File: config.mk
export PLATFORM = sky130hd
export DESIGN_NAME = card_exec
export DESIGN_NICKNAME = d
export VERILOG_FILES = /design/src/rtl/card_exec_pkg.sv /design/src/rtl/card_exec.sv
export VERILOG_INCLUDE_DIRS = /design/src /design/src/rtl
export SDC_FILE = /design/constraint.sdc
export NUM_CORES = 1
export LEC_CHECK = 0
export ABC_AREA = 1
export ABC_CLOCK_PERIOD_IN_PS = 2700
export BUFFER_PORTS_ARGS = -buffer_cell sky130_fd_sc_hd__buf_4
export CORE_ASPECT_RATIO = 1.75
export CORE_MARGIN = 10
export CORE_UTILIZATION = 40
export DETAILED_ROUTE_END_ITERATION = 8
export PLACE_DENSITY_LB_ADDON = 0.15
export REMOVE_ABC_BUFFERS = 1
export SLEW_MARGIN = 25
export SYNTH_ARGS = -nofsm -noshare
export SYNTH_HDL_FRONTEND = slang
export SYNTH_SLANG_ARGS = --single-unit
File: constraint.sdc
create_clock -name clk_sys -period 2.7 [get_ports clk_sys]
set_input_delay 0.27 -clock clk_sys [delete_from_list [all_inputs] [get_ports clk_sys]]
set_output_delay 0.27 -clock clk_sys [all_outputs]
set_load 0.01 [all_outputs]
File: src/rtl/card_exec_defs.svh
// constants for the card command executor: register indices, codes, fields, timing
// assumes a 125 MHz system clock and APB word addressing (byte address = index * 4)
//
// Overview of operation
// - read verify sets busy, never data request
// - verify done clears busy, raises interrupt
// - verify success leaves last sector address
// - verify error keeps failing address, remaining count
// - feature command aborts unsupported subcommand/value
// - eight listed feature subcommands are accepted
// - block-count setup sets busy, reads count
// - valid block size stored, multiple mode on
// - zero block size disables multiple mode
// - hard reset defaults multiple off; soft reset unless kept
// - sleep command: busy, sleep, clear, interrupt
// - any new command wakes from sleep
// - idle timer enters sleep after 5 ms
// - standby: busy, sleep, clear, interrupt
// - standby immediate: busy, sleep, clear, interrupt
// - buffer write moves exactly 512 bytes
// - dma write 1..256 sectors, zero means 256
// - dma write sets busy first, then request
// - dma_request held while data can be accepted
// - logical address from head, cylinder, sector fields
// - dma write accepts 512 bytes per sector
// - dma interrupt only at end or error
// - 8-bit mode enabled aborts dma write
`ifndef CARD_EXEC_DEFS_SVH
`define CARD_EXEC_DEFS_SVH

`define IDX_DATA      4'h0
`define IDX_FEATURE   4'h1
`define IDX_COUNT     4'h2
`define IDX_SECNUM    4'h3
`define IDX_CYL_LO    4'h4
`define IDX_CYL_HI    4'h5
`define IDX_HEAD      4'h6
`define IDX_COMMAND   4'h7
`define IDX_CONTROL   4'h8

`define CMD_VERIFY0   8'h40
`define CMD_VERIFY1   8'h41
`define CMD_FEATURE   8'hef
`define CMD_SETMULT   8'hc6
`define CMD_SLEEP0    8'he6
`define CMD_SLEEP1    8'h99
`define CMD_STBY0     8'he2
`define CMD_STBY1     8'h96
`define CMD_STBYI0    8'he0
`define CMD_STBYI1    8'h94
`define CMD_WRBUF     8'he8
`define CMD_DMAWR     8'hca

`define SUB_XFER_MODE 8'h03
`define SUB_NO_LOOKAH 8'h55
`define SUB_WC_ON     8'h02
`define SUB_WC_OFF    8'h82
`define SUB_KEEP      8'h66
`define SUB_REVERT    8'hcc
`define SUB_8BIT_ON   8'h01
`define SUB_8BIT_OFF  8'h81

`define ST_BUSY_BIT   7
`define ST_READY_BIT  6
`define ST_DRQ_BIT    3
`define ST_ERR_BIT    0
`define ER_UNC_BIT    6
`define ER_ABRT_BIT   2
`define HD_LBA_BIT    6
`define CTL_SRST_BIT  2

`define LAST_WORD     8'hff
`define CLK_MHZ       125
`define IDLE_TIME_US  5000
`define IDLE_CYCLES   (`IDLE_TIME_US * `CLK_MHZ)

`endif

File: src/rtl/card_exec_pkg.sv
// types shared by the card command executor
// assumes nothing beyond a SystemVerilog compiler
package card_exec_pkg;
   typedef enum logic [2:0] {
      st_idle,
      st_exec,
      st_verify,
      st_pio_wr,
      st_dma_start,
      st_dma_xfer
   } exec_state_t;
endpackage

File: src/rtl/card_exec.sv
// command executor of a flash card task-file interface, APB register slave
// assumes: host data pins, ack and strobe are asynchronous; verify_error same clock
`include "card_exec_defs.svh"
`timescale 1ns/1ns
`default_nettype none
module card_exec
   import card_exec_pkg::*;
#(
   parameter int          IDLE_CYCLES   = `IDLE_CYCLES,
   parameter int          VERIFY_CYCLES = 4,
   parameter logic [7:0]  MAX_BLOCK     = 8'h10,
   parameter logic [7:0]  TRACK_SECT    = 8'h3f,
   parameter logic [3:0]  LAST_HEAD     = 4'hf
) (
   input  wire logic        clk_sys,
   input  wire logic        srst,
   input  wire logic        psel,
   input  wire logic        penable,
   input  wire logic        pwrite,
   input  wire logic [7:0]  paddr,
   input  wire logic [31:0] pwdata,
   output logic      [31:0] prdata,
   output logic             pready,
   output logic             pslverr,
   input  wire logic [15:0] host_data_in,
   input  wire logic        dma_acknowledge_n,
   input  wire logic        io_write_strobe_n,
   input  wire logic        verify_error,
   output logic             dma_request,
   output logic             host_interrupt,
   output logic             sleep_mode,
   output logic             buf_wr_en,
   output logic      [7:0]  buf_wr_addr,
   output logic      [15:0] buf_wr_data
);
   exec_state_t state_reg;
   logic [7:0]  feat_reg, count_reg, secnum_reg, cyl_lo_reg, cyl_hi_reg, head_reg;
   logic [7:0]  cmd_reg, err_reg, block_reg, mode_reg, word_reg;
   logic        busy_reg, drq_reg, errf_reg, intrq_reg, sleep_reg;
   logic        keep_reg, eightbit_reg, wcache_reg, lookahead_reg, soft_rst_reg;
   logic [31:0] idle_reg, vcnt_reg;
   logic [15:0] data_s1, data_s2;
   logic        ack_s1, ack_s2;
   logic [2:0]  strb_s;
   logic        apb_wr, apb_rd, mapped, cmd_wr, tf_wr;
   logic [3:0]  idx;
   logic        abort_cmd, finish_now, feat_valid, mode_ok, blk_ok;
   logic        pio_acc, dma_acc, sect_end, last_sect, adv_addr, done_ok, done_err;
   logic        vfy_tick;
   logic [27:0] lba;

   assign idx     = paddr[5:2];
   assign mapped  = (paddr[1:0] == 2'h0) && (paddr[7:6] == 2'h0) && (idx <= `IDX_CONTROL);
   assign apb_wr  = psel && penable && pwrite && mapped;
   assign apb_rd  = psel && penable && !pwrite && mapped;
   assign pready  = 1'b1;
   assign pslverr = psel && penable && !mapped;
   // task file is frozen while a command runs so the host cannot corrupt it
   assign tf_wr   = apb_wr && (state_reg == st_idle) && !soft_rst_reg;
   assign cmd_wr  = tf_wr && (idx == `IDX_COMMAND);

   assign lba = {head_reg[3:0], cyl_hi_reg, cyl_lo_reg, secnum_reg};
   assign last_sect = (count_reg == 8'h01);

   // pins pass two flops; strobe gets a third stage for the edge
   always_ff @(posedge clk_sys) begin
      if (srst) begin
         data_s1 <= 16'h0000;
         data_s2 <= 16'h0000;
         ack_s1  <= 1'b1;
         ack_s2  <= 1'b1;
         strb_s  <= 3'h7;
      end else begin
         data_s1 <= host_data_in;
         data_s2 <= data_s1;
         ack_s1  <= dma_acknowledge_n;
         ack_s2  <= ack_s1;
         strb_s  <= {strb_s[1:0], io_write_strobe_n};
      end
   end

   // a word is taken at the trailing edge of the strobe, data then settled
   assign dma_acc = (state_reg == st_dma_xfer) && !ack_s2 && strb_s[1] && !strb_s[2];
   assign pio_acc = (state_reg == st_pio_wr) && apb_wr && (idx == `IDX_DATA);
   assign sect_end = (pio_acc || dma_acc) && (word_reg == `LAST_WORD);
   assign vfy_tick = (state_reg == st_verify) && (vcnt_reg == 32'(VERIFY_CYCLES - 1));

   always_comb begin
      unique case (feat_reg[7:0])
         `SUB_XFER_MODE: feat_valid = mode_ok;
         `SUB_NO_LOOKAH, `SUB_WC_ON, `SUB_WC_OFF,
         `SUB_KEEP, `SUB_REVERT, `SUB_8BIT_ON, `SUB_8BIT_OFF: feat_valid = 1'b1;
         default:        feat_valid = 1'b0;
      endcase
   end
   // only default pio, flow-control pio and multiword dma mode classes
   assign mode_ok = (count_reg[7:3] == 5'h00) || (count_reg[7:3] == 5'h01)
                 || (count_reg[7:3] == 5'h04);
   assign blk_ok  = (count_reg <= MAX_BLOCK) && ((count_reg & (count_reg - 8'h01)) == 8'h00);

   always_comb begin
      abort_cmd  = 1'b0;
      finish_now = 1'b0;
      if (state_reg == st_exec) begin
         case (cmd_reg)
            `CMD_VERIFY0, `CMD_VERIFY1, `CMD_WRBUF: finish_now = 1'b0;
            `CMD_FEATURE: begin
               finish_now = 1'b1;
               abort_cmd  = !feat_valid;
            end
            `CMD_SETMULT: begin
               finish_now = 1'b1;
               abort_cmd  = (count_reg != 8'h00) && !blk_ok;
            end
            `CMD_SLEEP0, `CMD_SLEEP1, `CMD_STBY0, `CMD_STBY1,
            `CMD_STBYI0, `CMD_STBYI1: finish_now = 1'b1;
            `CMD_DMAWR: begin
               finish_now = eightbit_reg;
               abort_cmd  = eightbit_reg;
            end
            default: begin
               finish_now = 1'b1;
               abort_cmd  = 1'b1;
            end
         endcase
      end
   end

   assign done_err = abort_cmd || (vfy_tick && verify_error);
   assign done_ok  = (finish_now && !abort_cmd)
                  || (vfy_tick && !verify_error && last_sect)
                  || (sect_end && (last_sect || pio_acc));
   // address moves on only when another sector follows, so the last stays put;
   // buffer write is one sector whatever the count holds, so it never walks
   assign adv_addr = ((vfy_tick && !verify_error) || (sect_end && dma_acc)) && !last_sect;

   // execution sequencer
   always_ff @(posedge clk_sys) begin
      if (srst || soft_rst_reg) begin
         state_reg <= st_idle;
         cmd_reg   <= 8'h00;
         vcnt_reg  <= 32'h0;
         word_reg  <= 8'h00;
      end else begin
         unique case (state_reg)
            st_idle: begin
               if (cmd_wr) begin
                  cmd_reg   <= pwdata[7:0];
                  state_reg <= st_exec;
               end
            end
            st_exec: begin
               vcnt_reg <= 32'h0;
               word_reg <= 8'h00;
               if (finish_now)
                  state_reg <= st_idle;
               else if (cmd_reg == `CMD_VERIFY0 || cmd_reg == `CMD_VERIFY1)
                  state_reg <= st_verify;
               else if (cmd_reg == `CMD_WRBUF)
                  state_reg <= st_pio_wr;
               else
                  state_reg <= st_dma_start;
            end
            st_verify: begin
               vcnt_reg <= vfy_tick ? 32'h0 : vcnt_reg + 32'h1;
               if (vfy_tick && (verify_error || last_sect))
                  state_reg <= st_idle;
            end
            st_pio_wr: begin
               if (pio_acc)
                  word_reg <= word_reg + 8'h01;
               if (sect_end)
                  state_reg <= st_idle;
            end
            st_dma_start: state_reg <= st_dma_xfer;
            st_dma_xfer: begin
               if (dma_acc)
                  word_reg <= word_reg + 8'h01;
               if (sect_end && last_sect)
                  state_reg <= st_idle;
            end
         endcase
      end
   end

   // status flags seen by the host
   always_ff @(posedge clk_sys) begin
      if (srst || soft_rst_reg) begin
         busy_reg  <= 1'b0;
         drq_reg   <= 1'b0;
         errf_reg  <= 1'b0;
         intrq_reg <= 1'b0;
         err_reg   <= 8'h00;
      end else begin
         if (cmd_wr) begin
            busy_reg  <= 1'b1;
            errf_reg  <= 1'b0;
            err_reg   <= 8'h00;
            intrq_reg <= 1'b0;
         end else if (done_err) begin
            busy_reg  <= 1'b0;
            drq_reg   <= 1'b0;
            errf_reg  <= 1'b1;
            intrq_reg <= 1'b1;
            err_reg[`ER_ABRT_BIT] <= abort_cmd;
            err_reg[`ER_UNC_BIT]  <= !abort_cmd;
         end else if (done_ok) begin
            busy_reg  <= 1'b0;
            drq_reg   <= 1'b0;
            intrq_reg <= 1'b1;
         end else if ((state_reg == st_exec && cmd_reg == `CMD_WRBUF)
                      || state_reg == st_dma_start) begin
            busy_reg <= 1'b0;
            drq_reg  <= 1'b1;
         end else if (apb_rd && idx == `IDX_COMMAND) begin
            intrq_reg <= 1'b0;
         end
      end
   end

   // dma request stands for the whole time words can be taken
   always_ff @(posedge clk_sys) begin
      if (srst || soft_rst_reg)
         dma_request <= 1'b0;
      else if (state_reg == st_dma_start)
         dma_request <= 1'b1;
      else if (sect_end && last_sect)
         dma_request <= 1'b0;
   end

   // sector buffer write port, shared by buffer write and dma write
   always_ff @(posedge clk_sys) begin
      if (srst) begin
         buf_wr_en   <= 1'b0;
         buf_wr_addr <= 8'h00;
         buf_wr_data <= 16'h0000;
      end else begin
         buf_wr_en <= pio_acc || dma_acc;
         if (pio_acc || dma_acc) begin
            buf_wr_addr <= word_reg;
            buf_wr_data <= pio_acc ? pwdata[15:0] : data_s2;
         end
      end
   end

   // task file: host writes while idle, sequencer walks address and count
   always_ff @(posedge clk_sys) begin
      if (srst) begin
         feat_reg   <= 8'h00;
         count_reg  <= 8'h01;
         secnum_reg <= 8'h01;
         cyl_lo_reg <= 8'h00;
         cyl_hi_reg <= 8'h00;
         head_reg   <= 8'h00;
      end else if (tf_wr) begin
         case (idx)
            `IDX_FEATURE: feat_reg   <= pwdata[7:0];
            `IDX_COUNT:   count_reg  <= pwdata[7:0];
            `IDX_SECNUM:  secnum_reg <= pwdata[7:0];
            `IDX_CYL_LO:  cyl_lo_reg <= pwdata[7:0];
            `IDX_CYL_HI:  cyl_hi_reg <= pwdata[7:0];
            `IDX_HEAD:    head_reg   <= pwdata[7:0];
            default:      feat_reg   <= feat_reg;
         endcase
      end else if (adv_addr) begin
         count_reg <= count_reg - 8'h01;
         if (head_reg[`HD_LBA_BIT]) begin
            {head_reg[3:0], cyl_hi_reg, cyl_lo_reg, secnum_reg} <= lba + 28'h1;
         end else if (secnum_reg != TRACK_SECT) begin
            secnum_reg <= secnum_reg + 8'h01;
         end else begin
            secnum_reg <= 8'h01;
            if (head_reg[3:0] != LAST_HEAD) begin
               head_reg[3:0] <= head_reg[3:0] + 4'h1;
            end else begin
               head_reg[3:0] <= 4'h0;
               {cyl_hi_reg, cyl_lo_reg} <= {cyl_hi_reg, cyl_lo_reg} + 16'h0001;
            end
         end
      end else if (vfy_tick && !verify_error && last_sect) begin
         count_reg <= 8'h00;
      end
   end

   // feature settings; keep flag survives soft reset, as does what it guards
   always_ff @(posedge clk_sys) begin
      if (srst) begin
         block_reg     <= 8'h00;
         keep_reg      <= 1'b0;
         eightbit_reg  <= 1'b0;
         wcache_reg    <= 1'b0;
         lookahead_reg <= 1'b1;
         mode_reg      <= 8'h00;
      end else if (soft_rst_reg) begin
         if (!keep_reg)
            block_reg <= 8'h00;
      end else if (state_reg == st_exec && !abort_cmd) begin
         if (cmd_reg == `CMD_SETMULT)
            block_reg <= count_reg;
         if (cmd_reg == `CMD_FEATURE) begin
            case (feat_reg)
               `SUB_XFER_MODE: mode_reg      <= count_reg;
               `SUB_NO_LOOKAH: lookahead_reg <= 1'b0;
               `SUB_WC_ON:     wcache_reg    <= 1'b1;
               `SUB_WC_OFF:    wcache_reg    <= 1'b0;
               `SUB_KEEP:      keep_reg      <= 1'b1;
               `SUB_REVERT:    keep_reg      <= 1'b0;
               `SUB_8BIT_ON:   eightbit_reg  <= 1'b1;
               `SUB_8BIT_OFF:  eightbit_reg  <= 1'b0;
               default:        keep_reg      <= keep_reg;
            endcase
         end
      end
   end

   // soft reset bit holds the engine in reset until software clears it
   always_ff @(posedge clk_sys) begin
      if (srst)
         soft_rst_reg <= 1'b0;
      else if (apb_wr && idx == `IDX_CONTROL)
         soft_rst_reg <= pwdata[`CTL_SRST_BIT];
   end

   // power saving: commands wake, idle timer and sleep-class commands doze
   always_ff @(posedge clk_sys) begin
      if (srst || soft_rst_reg) begin
         sleep_reg <= 1'b0;
         idle_reg  <= 32'h0;
      end else if (cmd_wr || state_reg != st_idle) begin
         idle_reg <= 32'h0;
         if (cmd_wr)
            sleep_reg <= 1'b0;
         else if (state_reg == st_exec && !abort_cmd
                  && (cmd_reg == `CMD_SLEEP0 || cmd_reg == `CMD_SLEEP1
                      || cmd_reg == `CMD_STBY0 || cmd_reg == `CMD_STBY1
                      || cmd_reg == `CMD_STBYI0 || cmd_reg == `CMD_STBYI1))
            sleep_reg <= 1'b1;
      end else if (!sleep_reg) begin
         if (idle_reg == 32'(IDLE_CYCLES - 1)) begin
            sleep_reg <= 1'b1;
            idle_reg  <= 32'h0;
         end else begin
            idle_reg <= idle_reg + 32'h1;
         end
      end
   end

   // read data registered in the setup cycle, valid in the access cycle
   always_ff @(posedge clk_sys) begin
      if (srst) begin
         prdata <= 32'h0;
      end else if (psel && !penable) begin
         case (mapped ? idx : 4'hf)
            `IDX_FEATURE: prdata <= {24'h0, err_reg};
            `IDX_COUNT:   prdata <= {24'h0, count_reg};
            `IDX_SECNUM:  prdata <= {24'h0, secnum_reg};
            `IDX_CYL_LO:  prdata <= {24'h0, cyl_lo_reg};
            `IDX_CYL_HI:  prdata <= {24'h0, cyl_hi_reg};
            `IDX_HEAD:    prdata <= {24'h0, head_reg};
            `IDX_COMMAND: prdata <= {24'h0, busy_reg, !busy_reg, 2'h0,
                                     drq_reg, 2'h0, errf_reg};
            `IDX_CONTROL: prdata <= {block_reg, mode_reg, 8'h0, 2'h0, keep_reg,
                                     eightbit_reg, wcache_reg, soft_rst_reg,
                                     lookahead_reg, sleep_reg};
            default:      prdata <= 32'h0;
         endcase
      end
   end

   assign host_interrupt = intrq_reg;
   assign sleep_mode     = sleep_reg;
endmodule
`default_nettype wire

=== After elaboration in Yosys (flattened, before gate mapping) ===
Cells that the tools add are included.

* Flip-flop bits (word level): 254
* Input bits: 64
* Output and inout bits: 62
* Logic and storage cells: 296

* Add/sub/neg operators: 8
* Magnitude comparators: 2
* Eq/ne operators: 65
* Multiplexer cells: 74
* Bitwise operators: 3
* Reduce and logical (&&, ||, !) cells: 109

{| class="wikitable"
|+ Operators with widths
! kind !! number
|-
| $pmux 32 s8 || 1
|-
| $mux 8 || 27
|-
| $eq 8x8->1 const B || 14
|-
| $add 32x1->32 const B || 2
|-
| $mux 32 || 2
|-
| $pmux 32 s2 || 1
|-
| $logic_and 1x1->1 || 35
|-
| $eq 32x2->1 const B || 1
|-
| $eq 32x20->1 const B || 1
|-
| $eq 4x3->1 const B || 8
|-
| $eq 8x7->1 const B || 4
|-
| $reduce_and 4->1 || 8
|-
| $add 28x1->28 const B || 1
|-
| $mux 4 || 7
|-
| $pmux 8 s3 || 1
|-
| $mux 3 || 7
|-
| $mux 1 || 20
|-
| $logic_or 1x1->1 || 18
|-
| $pmux 3 s6 || 1
|-
| $add 16x1->16 const B || 1
|-
| $add 8x1->8 const B || 2
|-
| $eq 4x2->1 const B || 4
|-
| $eq 8x1->1 const B || 2
|-
| $eq 8x2->1 const B || 2
|-
| 38 further kinds || 91
|}

=== Longest topological paths before layout ===
* Depth in word-level cells: 15
* Mapped depth: 16

=== Least setup slack after synthesis ===
Ideal clock, no wire load.

* Kind: register to register
* Start point: reg count_reg[0]
* End point: reg mode_reg[4]
* Library setup time: 116 ps
* Arrival: 1903 ps
* Data required time: 2584 ps
* Path slack: 681 ps
* Stages on the path, launching flop included: 13
* Path buffers: 0
* Cell sequence: dfxtp_1 > inv_1 > ha_1 > nand2_1 > ha_1 > nor2_1 > and2_0 > nand3_1 > a21oi_1 > nand3_1 > nor2_2 > nand3_1 > and3_1

* Longest elaborated chain between the ends: 11

{| class="wikitable"
|+ Ends and longest elaborated chain
! item !! line !! RTL
|-
| from (decl) || card_exec.sv:37 || <nowiki>logic [7:0] feat_reg, count_reg, secnum_reg, cyl_lo_reg, cyl_hi_reg, head_reg;</nowiki>
|-
| from (signal assigned) || card_exec.sv:258 || <nowiki>`IDX_COUNT: count_reg <= pwdata[7:0];</nowiki>
|-
| from (signal assigned) || card_exec.sv:266 || <nowiki>count_reg <= count_reg - 8'h01;</nowiki>
|-
| $sub 8x1->8 || card_exec.sv:99 || <nowiki>assign blk_ok = (count_reg <= MAX_BLOCK) && ((count_reg & (count_reg - 8'h01)) == 8'h00);</nowiki>
|-
| $and 8x8->8 || card_exec.sv:99 ||
|-
| $logic_not 8->1 || card_exec.sv:99 ||
|-
| $logic_and 1x1->1 || card_exec.sv:99 ||
|-
| $logic_not 1->1 || card_exec.sv:113 || <nowiki>abort_cmd = (count_reg != 8'h00) && !blk_ok;</nowiki>
|-
| $logic_and 1x1->1 * || card_exec.sv:113 ||
|-
| $pmux 1 s4 * || card_exec.sv:105 || <nowiki>case (cmd_reg)</nowiki>
|-
| $mux 1 * || card_exec.sv:104 || <nowiki>if (state_reg == st_exec) begin</nowiki>
|-
| $logic_not 1->1 * || card_exec.sv:297 || <nowiki>end else if (state_reg == st_exec && !abort_cmd) begin</nowiki>
|-
| $logic_and 1x1->1 * || card_exec.sv:297 ||
|-
| $reduce_and 4->1 (no line) * || -- ||
|-
| to (signal assigned) || card_exec.sv:302 || <nowiki>`SUB_XFER_MODE: mode_reg <= count_reg;</nowiki>
|-
| to (decl) || card_exec.sv:38 || <nowiki>logic [7:0] cmd_reg, err_reg, block_reg, mode_reg, word_reg;</nowiki>
|}

Every way passes the cells marked *; elsewhere a longest branch is shown, timed or not.
A chain may end at the register's enable or synchronous reset.

=== Worst setup path after layout ===
* Start point: reg count_reg[0]
* End point: reg block_reg[7]

* Longest elaborated chain between the ends: 12

{| class="wikitable"
|+ Ends and longest elaborated chain
! item !! line !! RTL
|-
| $sub 8x1->8 || card_exec.sv:99 ||
|-
| $and 8x8->8 || card_exec.sv:99 ||
|-
| $logic_not 8->1 || card_exec.sv:99 ||
|-
| $logic_and 1x1->1 || card_exec.sv:99 ||
|-
| $logic_not 1->1 || card_exec.sv:113 ||
|-
| $logic_and 1x1->1 * || card_exec.sv:113 ||
|-
| $pmux 1 s4 * || card_exec.sv:105 ||
|-
| $mux 1 * || card_exec.sv:104 ||
|-
| $logic_not 1->1 * || card_exec.sv:297 ||
|-
| $logic_and 1x1->1 * || card_exec.sv:297 ||
|-
| $reduce_bool 2->1 (no line) * || -- ||
|-
| $reduce_and 3->1 (no line) * || -- ||
|-
| to (signal assigned) || card_exec.sv:299 || <nowiki>block_reg <= count_reg;</nowiki>
|-
| to (decl) || card_exec.sv:38 ||
|}

Marks and branches as above.

==> impl_metrics.json <==
{
  "cts_tree": "done",
  "dpl_worst_slack_ns": 0.173,
  "drive_gt1_share_pct": 10.6,
  "clock_skew_ns": 0.0109,
  "drt_pass1_iterations": 7,
  "antenna_cells": 0,
  "cp.arrival_ns": 2.89,
  "relSlewSlack_pct": 37.2,
  "yosys.area.top_type_share_pct": 37.7,
  "cts.clk_slew.worst_paths_ns": 0.07,
  "crit_chain": "inv_1 -> ha_1 -> nand2_1 -> ha_1 -> nor2_1 -> and2_0 -> nand3_1 -> a21oi_2 -> nand3_1 -> nor2_2 -> buf_4 -> nand3b_1 -> nand2_1 -> nor2_1",
  "synth_edf_count": 0,
  "fmax_mhz": 407,
  "synth_warnings": 0,
  "yosys.cell_types.count": 52,
  "drt-total-wl_um": 42800,
  "crit_path_max_incr_delay_ns": 0.31,
  "grt_overflow": 0,
  "synth_top_cell_by_area": "dfxtp_1",
  "syn_area_um2": 13100,
  "post-route-drc-count": 0,
  "reg2reg_slack_ns": 0.24,
  "synth_compound_area_share_pct": 11.8,
  "fin_tns_setup_ns": 0,
  "finalSetupViolations": 0,
  "required_ns": 3.14,
  "gp_congestion": 0.972,
  "cts.sinks": 246,
  "numCtsBuffers": 26,
  "ctsRootBufferMaster": "clkbuf_16",
  "core_area_um2": 32200,
  "synthXorXnorAreaFrac_pct": 1.95,
  "antenna_left": 0,
  "synth_most_common_cell": "nand2_1",
  "vdd_ir_drop_max_mv": 0.441,
  "cts_setup_buffers": 0,
  "rr_worst_depth": 14,
  "r2r-start": "count_reg[0]$_SDFFE_PP1P_",
  "ys_async_sr_fraction_pct": 0,
  "cp_slowest_cell": "dfxtp_1",
  "dieArea_um2": 40500,
  "ys.flop_type": "dfxtp_1",
  "synthCells": 2011,
  "synthAdderAreaFrac_pct": 1.44,
  "drt_iter0_drc": 723,
  "final_nets": 2224,
  "synth_area_leaders": "dfxtp_1 (38%), nand2_1 (15%), nor2_1 (9.2%)",
  "yosysSeqAreaShare_pct": 37.7,
  "synth-simple-area-share_pct": 37.3,
  "holdWs_ns": 0.0368,
  "synth.area.mux_share_pct": 0.153,
  "synth_top_family_by_area": "simple AND/OR/NAND/NOR gates",
  "worstMarginPinSlew_ns": 0.934,
  "rsz0062_at_grt": "false",
  "critPathKind": "flop to flop",
  "power.density_nw_per_um2": 534,
  "layout_setup_ws_ns": 0.241,
  "grt_pass1_vias": 13300,
  "dp_hpwl_um": 32700,
  "grt_usage_pct": 20.9,
  "areaGrowthSynthToFinish_pct": 19.3,
  "synth_seq_cells": 246,
  "start_util_pct": 40.5,
  "placementRows": 87,
  "status": "complete, no violations",
  "hp-start": "pwdata[7]",
  "syn_area_per_cell_um2": 6.49,
  "crit_path_end_kind": "flop",
  "portBuffers": 100,
  "hold-path-endpoint": "head_reg[7]$_SDFFE_PP0P_",
  "synth_common_cells": "nand2_1 (516), nor2_1 (321), dfxtp_1 (246)",
  "grt_max_degree": 74,
  "reg2reg_to": "block_reg[7]$_SDFFE_PP0P_",
  "num_io_pins": 126,
  "holdCritPathClass": "input port to flop",
  "clkLatencyLatePin_ns": 0.55,
  "clockBufferDepth": 3,
  "vias": 13500,
  "fp.dieH_um": 259,
  "antenna_found_initial": 0,
  "cp_max_fo": 8,
  "cap_viol_max_count": 0,
  "p_leak_nw": 6.81,
  "fin_crit_ns": 2.46,
  "finalCritPeriodShare_pct": 91.1,
  "wl_per_cell_um": 16.7,
  "hold_viol": 0,
  "holdPathStages": 3,
  "grt_pass1_wl_um": 68600,
  "vias_per_cell": 5.26,
  "die_w_um": 157,
  "start_kind": "flop",
  "htreeDepth": 1,
  "slew_viol_final": 0
}
through the flow:
stage | utilization, % | area, um^2 | std cells | power (W)
5_1_grt | 48.3 | 15600 | 2563 | 0.00859
2_1_floorplan | - | 12800 | 1954 | 0.00398
4_1_cts | 48.3 | 15600 | 2563 | 0.00841
3_3_place_gp | 44.4 | 14300 | 2491 | 0.00420
3_5_place_dp | 44.4 | 14300 | 2491 | 0.00421
6_report | 48.3 | 15600 | 2563 | 0.00831
placed cells by master, fill, tap and decap left out, drive strengths merged, types with 5 or more instances in the layout:
master | netlist | final
nor2 | 330 | 330
a31oi | 20 | 20
o22ai | 17 | 17
clkbuf | 37 | 34
bufinv | 0 | 7
a211oi | 17 | 17
xnor2 | 5 | 5
xor2 | 24 | 24
or2 | 11 | 11
dlygate4sd3 | 0 | 26
inv | 244 | 245
o21ai | 99 | 99
nand3 | 135 | 135
o211ai | 5 | 5
conb | 2 | 9
ha | 15 | 15
nand3b | 12 | 12
and3 | 5 | 5
buf | 27 | 137
dfxtp | 246 | 246
nand4 | 39 | 39
nand2 | 526 | 526
nor4 | 11 | 11
nor3 | 60 | 60
a21oi | 97 | 97
worst max-delay path, delay by kind of cell (launching register included):
kind	cells	cell delay, ns
and+or+nand+nor	9	1.08
adders and majority gates	2	0.42
DFF	1	0.31
buffers and inverters	2	0.31
AOI/OAI and AO/OA	1	0.23
metal layers:
layer | wire, um | share of wire [%] | global-route usage, % | vias to the layer above
met1 | 15400 | 36 | 20.9 | 6216
met2 | 22900 | 53 | 39.8 | 388
met3 | 1820 | 4.2 | 2.49 | 143
met5 | 0 | 0 | 0 | -
met4 | 2780 | 6.5 | 13.0 | 0
li1 | - | - | - | 6744
layout make-up:
class	instances	area, um^2
multi-input combinational	1463	6920
sequential	246	4930
tap	400	500
inverter	245	922
fill	3342	16600
clock buffer	34	742
clock inverter	12	248
timing repair buffer	163	1310
worst max-delay path by stage:
stage | startpoint | end | slack [ns] | depth (start not counted)
3_5_place_dp | count_reg[0]$_SDFFE_PP1P_ | mode_reg[4]$_SDFFE_PP0P_ | 0.17 | 13
2_1_floorplan | count_reg[0]$_SDFFE_PP1P_ | mode_reg[4]$_SDFFE_PP0P_ | 0.47 | 12
3_3_place_gp | count_reg[0]$_SDFFE_PP1P_ | block_reg[2]$_SDFFE_PP0P_ | 0.20 | 15
6_report | count_reg[0]$_SDFFE_PP1P_ | block_reg[7]$_SDFFE_PP0P_ | 0.24 | 14
4_1_cts | count_reg[0]$_SDFFE_PP1P_ | block_reg[0]$_SDFFE_PP0P_ | 0.15 | 15
5_1_grt | vcnt_reg[1]$_SDFFE_PP0P_ | vcnt_reg[24]$_SDFFE_PP0P_ | 0.005 | 13
what timing repair did:
item,CTS,global route
endpoints found under the setup margin,0,16
resized for setup,0,4
endpoints found under the hold margin,26,0
hold buffers,26,0
cells by family (layout without fill, tap and decap cells):
kind of cell    after synthesis  in the layout
compound gates              273            273
xor+xnor                     29             29
fa+ha+maj                    15             15
buf+inv                     309            454
flops                       246            246
mux                           2              2
other cells                   2              9
simple gates               1135           1135
report_power, final:
| part | internal [W] | total (W) | switching, W |
|---|---|---|---|
| clock network | 0.00260 | 0.00416 | 0.00155 |
| logic | 0.000171 | 0.000442 | 0.000272 |
| registers | 0.00368 | 0.00371 | 0.0000294 |
| total | 0.00646 | 0.00831 | 0.00185 |
Power figures use the tool's default switching activity.
